File: src/include/sia_defines.vh
// opcodes, interrupt numbers and field constants of the script interrupt accumulator
`ifndef SIA_DEFINES_VH
`define SIA_DEFINES_VH
`define SIA_OP_ROTATE_POS 8'h01
`define SIA_OP_AXIS_READ 8'h06
`define SIA_OP_GLOBAL_WRITE 8'h09
`define SIA_OP_GLOBAL_READ 8'h0A
`define SIA_OP_INPUT_READ 8'h0F
`define SIA_OP_CONST 8'h13
`define SIA_OP_COMPARE 8'h14
`define SIA_OP_IRQ_EN 8'h19
`define SIA_OP_IRQ_DIS 8'h1A
`define SIA_OP_COORD_READ 8'h1F
`define SIA_OP_XREG 8'h21
`define SIA_OP_TO_AXIS 8'h22
`define SIA_OP_TO_GLOBAL 8'h23
`define SIA_OP_IRQ_VECTOR_DEFINE 8'h25
`define SIA_OP_RETURN 8'h26
`define SIA_OP_TO_COORD 8'h27
`define SIA_IRQ_BANK 8'h03
`define SIA_GLOBAL_IRQ_ID 8'hFF
`define SIA_TIMER_ZERO_IRQ_ID 8'h00
`define SIA_AXIS_TARGET_VEL 8'h02
`define SIA_MODE_VELOCITY 2'h1
`define SIA_NSRC 12
// accu_const_op operation codes
`define SIA_ACCU_CONST_OP_ADD 8'h00
`define SIA_ACCU_CONST_OP_SUB 8'h01
`define SIA_ACCU_CONST_OP_MUL 8'h02
`define SIA_ACCU_CONST_OP_AND 8'h04
`define SIA_ACCU_CONST_OP_OR 8'h05
`define SIA_ACCU_CONST_OP_XOR 8'h06
`define SIA_ACCU_CONST_OP_NOT 8'h07
`define SIA_ACCU_CONST_OP_LOAD 8'h08
`define SIA_ACCU_CONST_OP_SWAP 8'h09
`define SIA_ACCU_CONST_OP_TO_X 8'h0A
`endif
File: src/design/sia_alu.v
// accumulator arithmetic unit
`timescale 1ns/1ps
`include "sia_defines.vh"
module sia_alu (
   input wire [7:0] op,
   input wire [31:0] accu,
   input wire [31:0] operand,
   output reg [31:0] result,
   output reg zero,
   output reg carry
);
   reg [32:0] wide;
   always @* begin
      wide = 33'h0;
      result = accu;
      case (op)
         `SIA_ACCU_CONST_OP_ADD: begin
            wide = {1'b0, accu} + {1'b0, operand};
            result = wide[31:0];
         end
         `SIA_ACCU_CONST_OP_SUB: begin
            wide = {1'b0, accu} - {1'b0, operand};
            result = wide[31:0];
         end
         `SIA_ACCU_CONST_OP_MUL: result = accu * operand;
         `SIA_ACCU_CONST_OP_AND: result = accu & operand;
         `SIA_ACCU_CONST_OP_OR: result = accu | operand;
         `SIA_ACCU_CONST_OP_XOR: result = accu ^ operand;
         `SIA_ACCU_CONST_OP_NOT: result = ~accu;
         `SIA_ACCU_CONST_OP_LOAD: result = operand;
         default: result = accu;
      endcase
      zero = (result == 32'h00000000);
      carry = wide[32];
   end
endmodule // sia_alu

File: src/design/sia_core.v
// execution core: calculation commands, interrupt handling and rotate-right
`timescale 1ns/1ps
`include "sia_defines.vh"
module sia_core (
   input wire clock,
   input wire reset_n,
   input wire cmd_valid,
   input wire cmd_direct,
   input wire [7:0] cmd_op,
   input wire [7:0] cmd_type,
   input wire [7:0] cmd_bank,
   input wire [31:0] cmd_value,
   input wire [31:0] read_data,
   input wire [`SIA_NSRC-1:0] irq_event,
   input wire [31:0] pc_now,
   output reg [31:0] accu,
   output reg [31:0] xreg,
   output reg [1:0] flags,
   output reg in_handler,
   output reg irq_take,
   output reg [31:0] irq_target,
   output reg irq_resume,
   output reg [31:0] resume_pc,
   output reg par_write,
   output reg [1:0] par_kind,
   output reg [7:0] par_index,
   output reg [7:0] par_bank,
   output reg [31:0] par_data,
   output reg [1:0] motion_mode,
   output reg motion_dir,
   output reg [`SIA_NSRC-1:0] src_config_strobe,
   output reg [31:0] src_config_value
);
   wire [`SIA_NSRC-1:0] pend;
   wire [`SIA_NSRC-1:0] en;
   wire [`SIA_NSRC-1:0] vec_ok;
   wire [31:0] vec_addr [0:`SIA_NSRC-1];
   reg global_en;
   reg [31:0] save_accu;
   reg [31:0] save_x;
   reg [1:0] save_flags;
   reg [`SIA_NSRC-1:0] ev_s1;
   reg [`SIA_NSRC-1:0] ev_s2;
   reg [`SIA_NSRC-1:0] ev_d;
   reg [3:0] sel_idx;
   reg sel_hit;
   reg [3:0] num_idx;
   reg num_ok;
   reg [3:0] cfg_idx;
   reg cfg_ok;
   wire [31:0] alu_res;
   wire alu_zero;
   wire alu_carry;
   wire prog_cmd = cmd_valid & ~cmd_direct;
   wire is_read = (cmd_op == `SIA_OP_AXIS_READ) | (cmd_op == `SIA_OP_GLOBAL_READ) |
      (cmd_op == `SIA_OP_INPUT_READ) | (cmd_op == `SIA_OP_COORD_READ);
   wire [7:0] alu_op = (cmd_op == `SIA_OP_COMPARE) ? `SIA_ACCU_CONST_OP_SUB : cmd_type;
   wire [31:0] alu_b = (cmd_op == `SIA_OP_XREG) ? xreg : cmd_value;
   wire [`SIA_NSRC-1:0] ready = pend & en & vec_ok;
   // entry only between commands; the source is cleared on the same edge it is taken
   wire take_now = ~in_handler & global_en & sel_hit & ~cmd_valid & ~irq_take;
   integer k;

   sia_alu i_sia_alu (
      .op(alu_op),
      .accu(accu),
      .operand(alu_b),
      .result(alu_res),
      .zero(alu_zero),
      .carry(alu_carry)
   );

   // interrupt number to source index
   function [4:0] map_id;
      input [7:0] id;
      begin
         case (id)
            8'h00: map_id = 5'h10;
            8'h01: map_id = 5'h11;
            8'h02: map_id = 5'h12;
            8'h03: map_id = 5'h13;
            8'h0F: map_id = 5'h14;
            8'h1B: map_id = 5'h15;
            8'h1C: map_id = 5'h16;
            8'h27: map_id = 5'h17;
            8'h28: map_id = 5'h18;
            8'h29: map_id = 5'h19;
            8'h2A: map_id = 5'h1A;
            default: map_id = 5'h00;
         endcase
      end
   endfunction

   always @* begin
      {num_ok, num_idx} = map_id(cmd_type);
      {cfg_ok, cfg_idx} = map_id(cmd_type);
      sel_hit = |ready;
      sel_idx = 4'h0;
      // scan downward so the lowest ready index is left standing
      for (k = `SIA_NSRC - 1; k >= 0; k = k - 1) begin
         if (ready[k]) begin
            sel_idx = k[3:0];
         end
      end
   end

   // events come from other logic such as timers and pins, so synchronise
   always @(posedge clock or negedge reset_n) begin
      if (!reset_n) begin
         ev_s1 <= {`SIA_NSRC{1'b0}};
         ev_s2 <= {`SIA_NSRC{1'b0}};
         ev_d <= {`SIA_NSRC{1'b0}};
      end else begin
         ev_s1 <= irq_event;
         ev_s2 <= ev_s1;
         ev_d <= ev_s2;
      end
   end

   genvar g;
   generate
      for (g = 0; g < `SIA_NSRC; g = g + 1) begin : g_src
         reg pend_q;
         reg en_q;
         reg vec_ok_q;
         reg [31:0] addr_q;
         wire clr_now = take_now & ({28'h0000000, sel_idx} == g);
         wire hit = prog_cmd & num_ok & ({28'h0000000, num_idx} == g);
         assign pend[g] = pend_q;
         assign en[g] = en_q;
         assign vec_ok[g] = vec_ok_q;
         assign vec_addr[g] = addr_q;
         always @(posedge clock or negedge reset_n) begin
            if (!reset_n) begin
               pend_q <= 1'b0;
               en_q <= 1'b0;
               vec_ok_q <= 1'b0;
               addr_q <= 32'h00000000;
            end else begin
               // rising edge sets; new edge wins over the service clear
               if (ev_s2[g] & ~ev_d[g]) pend_q <= 1'b1;
               else if (clr_now) pend_q <= 1'b0;
               if (hit) begin
                  if (cmd_op == `SIA_OP_IRQ_EN) en_q <= 1'b1;
                  if (cmd_op == `SIA_OP_IRQ_DIS) en_q <= 1'b0;
                  if (cmd_op == `SIA_OP_IRQ_VECTOR_DEFINE) begin
                     addr_q <= cmd_value;
                     vec_ok_q <= 1'b1;
                  end
               end
            end
         end
      end
   endgenerate

   always @(posedge clock or negedge reset_n) begin
      if (!reset_n) begin
         accu <= 32'h00000000;
         xreg <= 32'h00000000;
         flags <= 2'h0;
         in_handler <= 1'b0;
         global_en <= 1'b0;
         save_accu <= 32'h00000000;
         save_x <= 32'h00000000;
         save_flags <= 2'h0;
         irq_take <= 1'b0;
         irq_target <= 32'h00000000;
         irq_resume <= 1'b0;
         resume_pc <= 32'h00000000;
         par_write <= 1'b0;
         par_kind <= 2'h0;
         par_index <= 8'h00;
         par_bank <= 8'h00;
         par_data <= 32'h00000000;
         motion_mode <= 2'h0;
         motion_dir <= 1'b0;
         src_config_strobe <= {`SIA_NSRC{1'b0}};
         src_config_value <= 32'h00000000;
      end else begin
         irq_take <= 1'b0;
         irq_resume <= 1'b0;
         par_write <= 1'b0;
         src_config_strobe <= {`SIA_NSRC{1'b0}};
         // one cycle pulse to the sequencer
         if (take_now) begin
            irq_take <= 1'b1;
            irq_target <= vec_addr[sel_idx];
            resume_pc <= pc_now;
            save_accu <= accu;
            save_x <= xreg;
            save_flags <= flags;
            in_handler <= 1'b1;
         end else if (cmd_valid) begin
            case (cmd_op)
               `SIA_OP_CONST, `SIA_OP_XREG: begin
                  if (cmd_op == `SIA_OP_CONST && cmd_type == `SIA_ACCU_CONST_OP_SWAP) begin
                     accu <= cmd_value;
                  end else if (cmd_op == `SIA_OP_XREG && cmd_type == `SIA_ACCU_CONST_OP_SWAP) begin
                     accu <= xreg;
                     xreg <= accu;
                  end else if (cmd_op == `SIA_OP_XREG && cmd_type == `SIA_ACCU_CONST_OP_TO_X) begin
                     xreg <= accu;
                  end else begin
                     accu <= alu_res;
                     flags <= {alu_carry, alu_zero};
                  end
               end
               `SIA_OP_COMPARE: flags <= {alu_carry, alu_zero};
               `SIA_OP_TO_AXIS, `SIA_OP_TO_GLOBAL, `SIA_OP_TO_COORD: begin
                  par_write <= 1'b1;
                  par_kind <= (cmd_op == `SIA_OP_TO_AXIS) ? 2'h0 : (cmd_op == `SIA_OP_TO_GLOBAL) ? 2'h1 : 2'h2;
                  par_index <= cmd_type;
                  par_bank <= cmd_bank;
                  par_data <= accu;
               end
               `SIA_OP_GLOBAL_WRITE: begin
                  par_write <= 1'b1;
                  par_kind <= 2'h1;
                  par_index <= cmd_type;
                  par_bank <= cmd_bank;
                  par_data <= cmd_value;
                  if (cmd_bank == `SIA_IRQ_BANK && cfg_ok) begin
                     src_config_strobe[cfg_idx] <= 1'b1;
                     src_config_value <= cmd_value;
                  end
               end
               `SIA_OP_IRQ_EN, `SIA_OP_IRQ_DIS: begin
                  if (prog_cmd && cmd_type == `SIA_GLOBAL_IRQ_ID)
                     global_en <= (cmd_op == `SIA_OP_IRQ_EN);
               end
               `SIA_OP_RETURN: begin
                  if (prog_cmd && in_handler) begin
                     accu <= save_accu;
                     xreg <= save_x;
                     flags <= save_flags;
                     in_handler <= 1'b0;
                     irq_resume <= 1'b1;
                  end
               end
               `SIA_OP_ROTATE_POS: begin
                  motion_mode <= `SIA_MODE_VELOCITY;
                  motion_dir <= 1'b1;
                  par_write <= 1'b1;
                  par_kind <= 2'h0;
                  par_index <= `SIA_AXIS_TARGET_VEL;
                  par_bank <= cmd_bank;
                  par_data <= cmd_value;
               end
               default: begin
                  if (is_read && prog_cmd) accu <= read_data;
               end
            endcase
         end
      end
   end
endmodule // sia_core

File: config.mk
export PLATFORM = sky130hd
export DESIGN_NAME = sia_core
export DESIGN_NICKNAME = d
export VERILOG_FILES = /design/src/design/sia_alu.v /design/src/design/sia_core.v
export VERILOG_INCLUDE_DIRS = /design/src /design/src/include
export SDC_FILE = /design/constraint.sdc
export NUM_CORES = 2
export LEC_CHECK = 0
export BUFFER_PORTS_ARGS = -buffer_cell sky130_fd_sc_hd__buf_2
export CAP_MARGIN = 20
export CORE_MARGIN = 3
export CORE_UTILIZATION = 62
export CTS_CLUSTER_SIZE = 30
export DETAILED_ROUTE_END_ITERATION = 8
export PLACE_DENSITY = 0.81
export SYNTH_ARGS = -nofsm -noshare
export SYNTH_HDL_FRONTEND = slang
export SYNTH_SLANG_ARGS = --single-unit
File: constraint.sdc
create_clock -name clock -period 10 [get_ports clock]
set_input_delay 1.5 -clock clock [delete_from_list [all_inputs] [get_ports clock]]
set_output_delay 1.5 -clock clock [all_outputs]
set_load 0.01 [all_outputs]
* Yosys cells after proc, flatten, opt, wreduce, memory -nomap -nowiden
Cells that the tools add are included.
** Word-level totals
- Flip-flop bits (word level) :: 752
- Output and inout port bits :: 231
** Cells by class
- Add/subtract/negate cells :: 2
- Multiply operators :: 1
- Order comparisons :: 3
- Equal/unequal tests :: 65
- Muxes and demuxes :: 85
- Bitwise gates (word level) :: 70
- Reductions and logical operators :: 78
** Operators by type and width (number)
- two-way mux 32 bit :: 12
- one-hot mux 32 bit (8 select lines) :: 1
- binary-select mux 32 bit (select 4 bit) :: 1
- one-hot mux 32 bit (2 select lines) :: 2
- one-hot mux 32 bit (3 select lines) :: 1
- == test 8 x 6 -> 1 bit (second input constant) :: 10
- one-hot mux 33 bit (2 select lines) :: 1
- == test 8 x 4 -> 1 bit (second input constant) :: 7
- == test 8 x 5 -> 1 bit (second input constant) :: 7
- one-hot mux 5 bit (11 select lines) :: 1
- two-way mux 12 bit :: 4
- two-way mux 4 bit :: 12
- AND reduction 2 bit :: 24
- bitwise AND 1 bit :: 42
- == test 8 x 3 -> 1 bit (second input constant) :: 5
- two-way mux 1 bit :: 39
- nonzero test 2 bit :: 19
- adder 32 x 32 -> 33 bit :: 1
- subtractor 32 x 32 -> 33 bit :: 1
- bitwise AND 32 bit :: 1
- == test 4 x 3 -> 1 bit (second input constant) :: 8
- == test 4 bit (second input constant) :: 8
- == test 8 x 2 -> 1 bit (second input constant) :: 4
- zero test 32 bit :: 1
- other kinds (37) :: 92

* Longest topological paths before layout
- Depth in word-level cells :: 18
- Depth in mapped cells :: 38

* Cells and area by module
Synthesis repeated with hierarchy kept, for this count alone.
** Unflattened totals
- Cells, all modules :: 5708
- Area, all modules :: 55132.9 µm²
** By module, submodules not included
- sia_core :: times used 1, cells each 2993, area each 33574.7 µm²
- sia_alu :: times used 1, cells each 2715, area each 21558.2 µm²

* Least setup slack after synthesis
No wires, ideal clock.
- Path kind :: input port to flip-flop
- Start :: input port cmd_op[2]
- End :: register flags[0]
- Setup time :: 76 ps
- Arrival time :: 10159 ps
- Required time :: 9924 ps
- Path slack :: -235 ps
- Stages :: 37
- Cells stage by stage :: buf_2 nor4b_2 nand2_4 buf_6 buf_6 mux2_2 clkbuf_1 inv_1 clkbuf_1 nor2_1 fa_1 inv_1 fa_1 fa_1 fa_1 inv_1 fa_1 inv_1 fa_1 inv_1 fa_1 fa_1 ha_1 clkbuf_1 a21o_1 a31o_2 a41oi_1 o221ai_1 a21oi_1 o21ai_0 a31oi_1 xor2_1 o22ai_1 o32a_1 nor4_1 nand4b_1 o21ai_1
** Between the ends
- Cells in the longest elaborated chain, start to end :: 9
- Elaborated cells between the ends (all ways) :: 36
** Ends and longest elaborated chain
- from (decl) :: line sia_core.v:9 : input wire [7:0] cmd_op,
- == test 8 x 6 -> 1 bit or == test 8 x 5 -> 1 bit (tied branches) :: line sia_core.v:194 : case (cmd_op)
- two-way mux 32 bit or two-way mux 8 bit (tied branches) :: line sia_core.v:58, sia_core.v:57
- multiplier 32 x 32 -> 32 bit, or another cell as far along :: line sia_alu.v:25 : `SIA_ACCU_CONST_OP_MUL: result = accu * operand;
- one-hot mux 32 bit (8 select lines) :: line sia_alu.v:16 : case (op)
- zero test 32 bit :: line sia_alu.v:33 : zero = (result == 32'h00000000);
- two-way mux 2 bit :: line sia_core.v:201 : end else if (cmd_op == `SIA_OP_XREG && cmd_type == `SIA_ACCU_CONST_OP_TO_X) begin
- two-way mux 2 bit :: line sia_core.v:198 : end else if (cmd_op == `SIA_OP_XREG && cmd_type == `SIA_ACCU_CONST_OP_SWAP) begin
- two-way mux 2 bit :: line sia_core.v:196 : if (cmd_op == `SIA_OP_CONST && cmd_type == `SIA_ACCU_CONST_OP_SWAP) begin
- one-hot mux 2 bit (3 select lines) :: line sia_core.v:194
- to (signal assigned) :: line sia_core.v:205 : flags <= {alu_carry, alu_zero};
- to (signal assigned) :: line sia_core.v:208 : `SIA_OP_COMPARE: flags <= {alu_carry, alu_zero};
- to (signal assigned) :: line sia_core.v:235 : flags <= save_flags;
- to (decl) :: line sia_core.v:18 : output reg [1:0] flags,
Parallel ways exist; a longest one is shown, timed or not. The select of a mux whose other input is x is not followed.
A chain may end at the register's enable or synchronous reset.

* Final worst setup path
- Start :: input port cmd_op[4]
- End :: register flags[0]
Same word-level chain as after synthesis.

==> results.json <==
{
  "hpwl_um": 151800,
  "dr.first_iter.drc_count": 6132,
  "hold_class": "reg -> reg",
  "cts_tree": "done",
  "cts_buffers": 76,
  "rsz0062_at_grt": "no",
  "grt_pass1_wl_um": 311500,
  "syn_to_final_growth_pct": 14.00,
  "ff_latch_area_sq_mm": 0.01882,
  "synth_cell_types": 88,
  "die_area_sq_mm": 0.09128,
  "drt-total-wl_um": 211700,
  "clkTransAtPathRegs_ns": 0.06,
  "grt_usage_pct": 46.56,
  "tightestPinTransition_ns": 1.177,
  "critPathMaxFanout": 9,
  "globalRouteOverflowTotal": 0,
  "seq_area_frac_synth_pct": 34.61,
  "fmax_mhz": 103.4,
  "first_pass_iters": 6,
  "postCtsSetupBuffers": 0,
  "dpl_cell_area_sq_mm": 0.05934,
  "synth-main-ff-cell": "dfrtp_1",
  "postLayoutCoreUtil_pct": 72.00,
  "wl_per_cell_um": 29.65,
  "synth.cell_area_sq_mm": 0.05437,
  "syn_inst": 5490,
  "io_pins": 367,
  "worst_slew_margin_rel_pct": 21.44,
  "finalSetupTns_ns": 0,
  "clock_sinks": 752,
  "vias": 47530,
  "worst-endpoint-arrival_ns": 10.26,
  "dpl_worst_slack_ns": -0.3879,
  "drc": 0,
  "multi_input_comb_area_sq_mm": 0.03244,
  "worstSetupEndpointType": "flip-flop",
  "status": "completed",
  "initial_utilization_pct": 63.16,
  "antenna_found_initial": 13,
  "fin_nets": 6694,
  "root_buffer": "clkbuf_16",
  "vias_per_cell": 6.657,
  "postSynth.asyncResetShare_pct": 100.0,
  "cp.required_ns": 10.59,
  "post-route-min-period_ns": 9.669,
  "setup.worst_path.class": "in -> reg",
  "max_stage_delay_ns": 0.57,
  "die_w_um": 302.1,
  "grt_max_degree": 171,
  "cp_common_cell": "fa_1",
  "yosys_warnings": 0,
  "drtAntennaViolNets": 0,
  "fill_cells": 6169,
  "reg2reg_slack_ns": 1.33,
  "port_buffers": 365,
  "final.period_utilization_pct": 96.69,
  "clk_latency_ns": 0.69,
  "clock_path_buffers": 3,
  "coreArea_sq_mm": 0.08608,
  "slew_viol_final": 0,
  "crit_buf_inv": 12,
  "fin_worst_skew_ns": 0.05145,
  "cts.htree.levels": 3,
  "cp_slowest_cell": "or4b_1",
  "first_global_vias": 48410,
  "drive_gt1_share_pct": 25.57,
  "finalSetupViolCount": 0,
  "synth_seq_cells": 752,
  "synth_edf_count": 0,
  "start_kind": "input port",
  "final_hold_viol_count": 0,
  "maxCapViolCount": 0,
  "gp_congestion": 1.093,
  "rows": 107,
  "die_h_um": 302.1,
  "post-route-cell-area_sq_mm": 0.06198,
  "setup_ws_ns": 0.3313,
  "synth.avg_cell_area_sq_um": 9.903,
  "path_delay_family": "adder cells"
}
[layout make-up]
type                       instances  area share, %
multi-input combinational       3847          52.33
sequential                       752          30.36
timing repair buffer             755          7.893
clock buffer                     115          3.595
inverter                         497          3.010
tap                             1144          2.309
clock inverter                    21         0.4643
antenna                            8        0.03230
[worst paths after layout]
| path | to | depth (start not counted) | startpoint |
|---|---|---|---|
| max in group asynchronous | g_src[3].addr_q[26] | 3 | reset_n |
| max | flags[0] | 38 | cmd_op[4] |
| min | ev_s2[4] | 0 | ev_s1[4] |
| min in group asynchronous | g_src[10].addr_q[7] | 1 | reset_n |
| max reg2reg | flags[0] | 29 | accu[10] |
| min reg2reg | ev_s2[4] | 0 | ev_s1[4] |
[sequential cells by signal, summed over array words and instances (netlist names), 8 cells and up]
signal and count:
irq_target 32, g_src.en_q 12, par_index 8, g_src.pend_q 12, src_config_value 32, resume_pc 32
xreg 32, g_src.vec_ok_q 12, src_config_strobe 12, par_bank 8, save_accu 32, par_data 32
save_x 32, ev_s1 12, ev_d 12, ev_s2 12, accu 32, g_src.addr_q 384
[per-stage QoR]
stage	hold slack (ns)	instances
global placement	0.3315	6992
global route	0.3613	7135
detailed placement	0.3347	6993
finish	0.3502	7139
floorplan	0.3312	5491
CTS	0.3515	7129
[kinds of logic after synthesis]
logic type                 synth area share [%]
and+or+nand+nor                           11.30
AOI/OAI and AO/OA                         11.18
buffers and inverters                     6.250
DFF                                       34.61
muxes                                     15.12
adders and majority gates                 20.14
xor gates and xnor gates                  1.399
other                                  0.006897
[layout by cell type, fill, tap and decap left out, types with 54 or more instances in the layout]
cell type  instances
clkbuf_16         76
nor2_1           587
mux2_2           575
buf_2            364
nand2_1          522
dfrtp_1          752
a21oi_1          270
a31oi_1           55
inv_1            473
buf_4            381
xnor2_1           54
o21ai_0          227
mux2i_1          173
fa_1             410
ha_1             216
[synthesized netlist by cell type, drive strengths merged (11+ instances only)]
cell type | n | area share [%]
buf | 41 | 0.38
a21oi | 274 | 2.5
fa | 410 | 15
o21bai | 13 | 0.18
nor2 | 595 | 4.1
xnor2 | 54 | 0.87
nand2b | 38 | 0.44
or4 | 12 | 0.17
a211oi | 43 | 0.60
o21ai | 232 | 2.1
xor2 | 20 | 0.32
nand3 | 49 | 0.45
o211ai | 35 | 0.48
nor3 | 48 | 0.44
and3 | 26 | 0.30
nor4 | 21 | 0.24
clkinv | 11 | 0.076
nor2b | 22 | 0.25
a2111oi | 11 | 0.18
and2 | 12 | 0.14
mux2i | 173 | 3.2
o221ai | 37 | 0.60
o22ai | 50 | 0.58
inv | 486 | 3.4
a221oi | 39 | 0.63
nand2 | 533 | 3.7
dfrtp | 752 | 35
nand4 | 19 | 0.22
a31oi | 55 | 0.63
clkbuf | 354 | 2.4
o32a | 11 | 0.20
nor4b | 11 | 0.23
a21o | 23 | 0.32
o31ai | 11 | 0.15
o21a | 16 | 0.22
a22oi | 16 | 0.22
mux2 | 576 | 12
ha | 219 | 5.0
or3 | 11 | 0.13
[what timing repair did]
action	4_1_cts	5_1_grt
resized for setup	0	16
hold buffers	0	0
setup endpoints to repair	0	4
[layer usage]
| layer | part of all wire, % | global-route usage [%] |
|---|---|---|
| met3 | 14 | 14.53 |
| met4 | 8.0 | 30.06 |
| met5 | 0.021 | 0 |
| met2 | 42 | 66.61 |
| met1 | 36 | 61.53 |
Power is left out: the tool's default activity adds up to more than one toggle a clock period on the data nets, which glitch-free logic cannot reach.
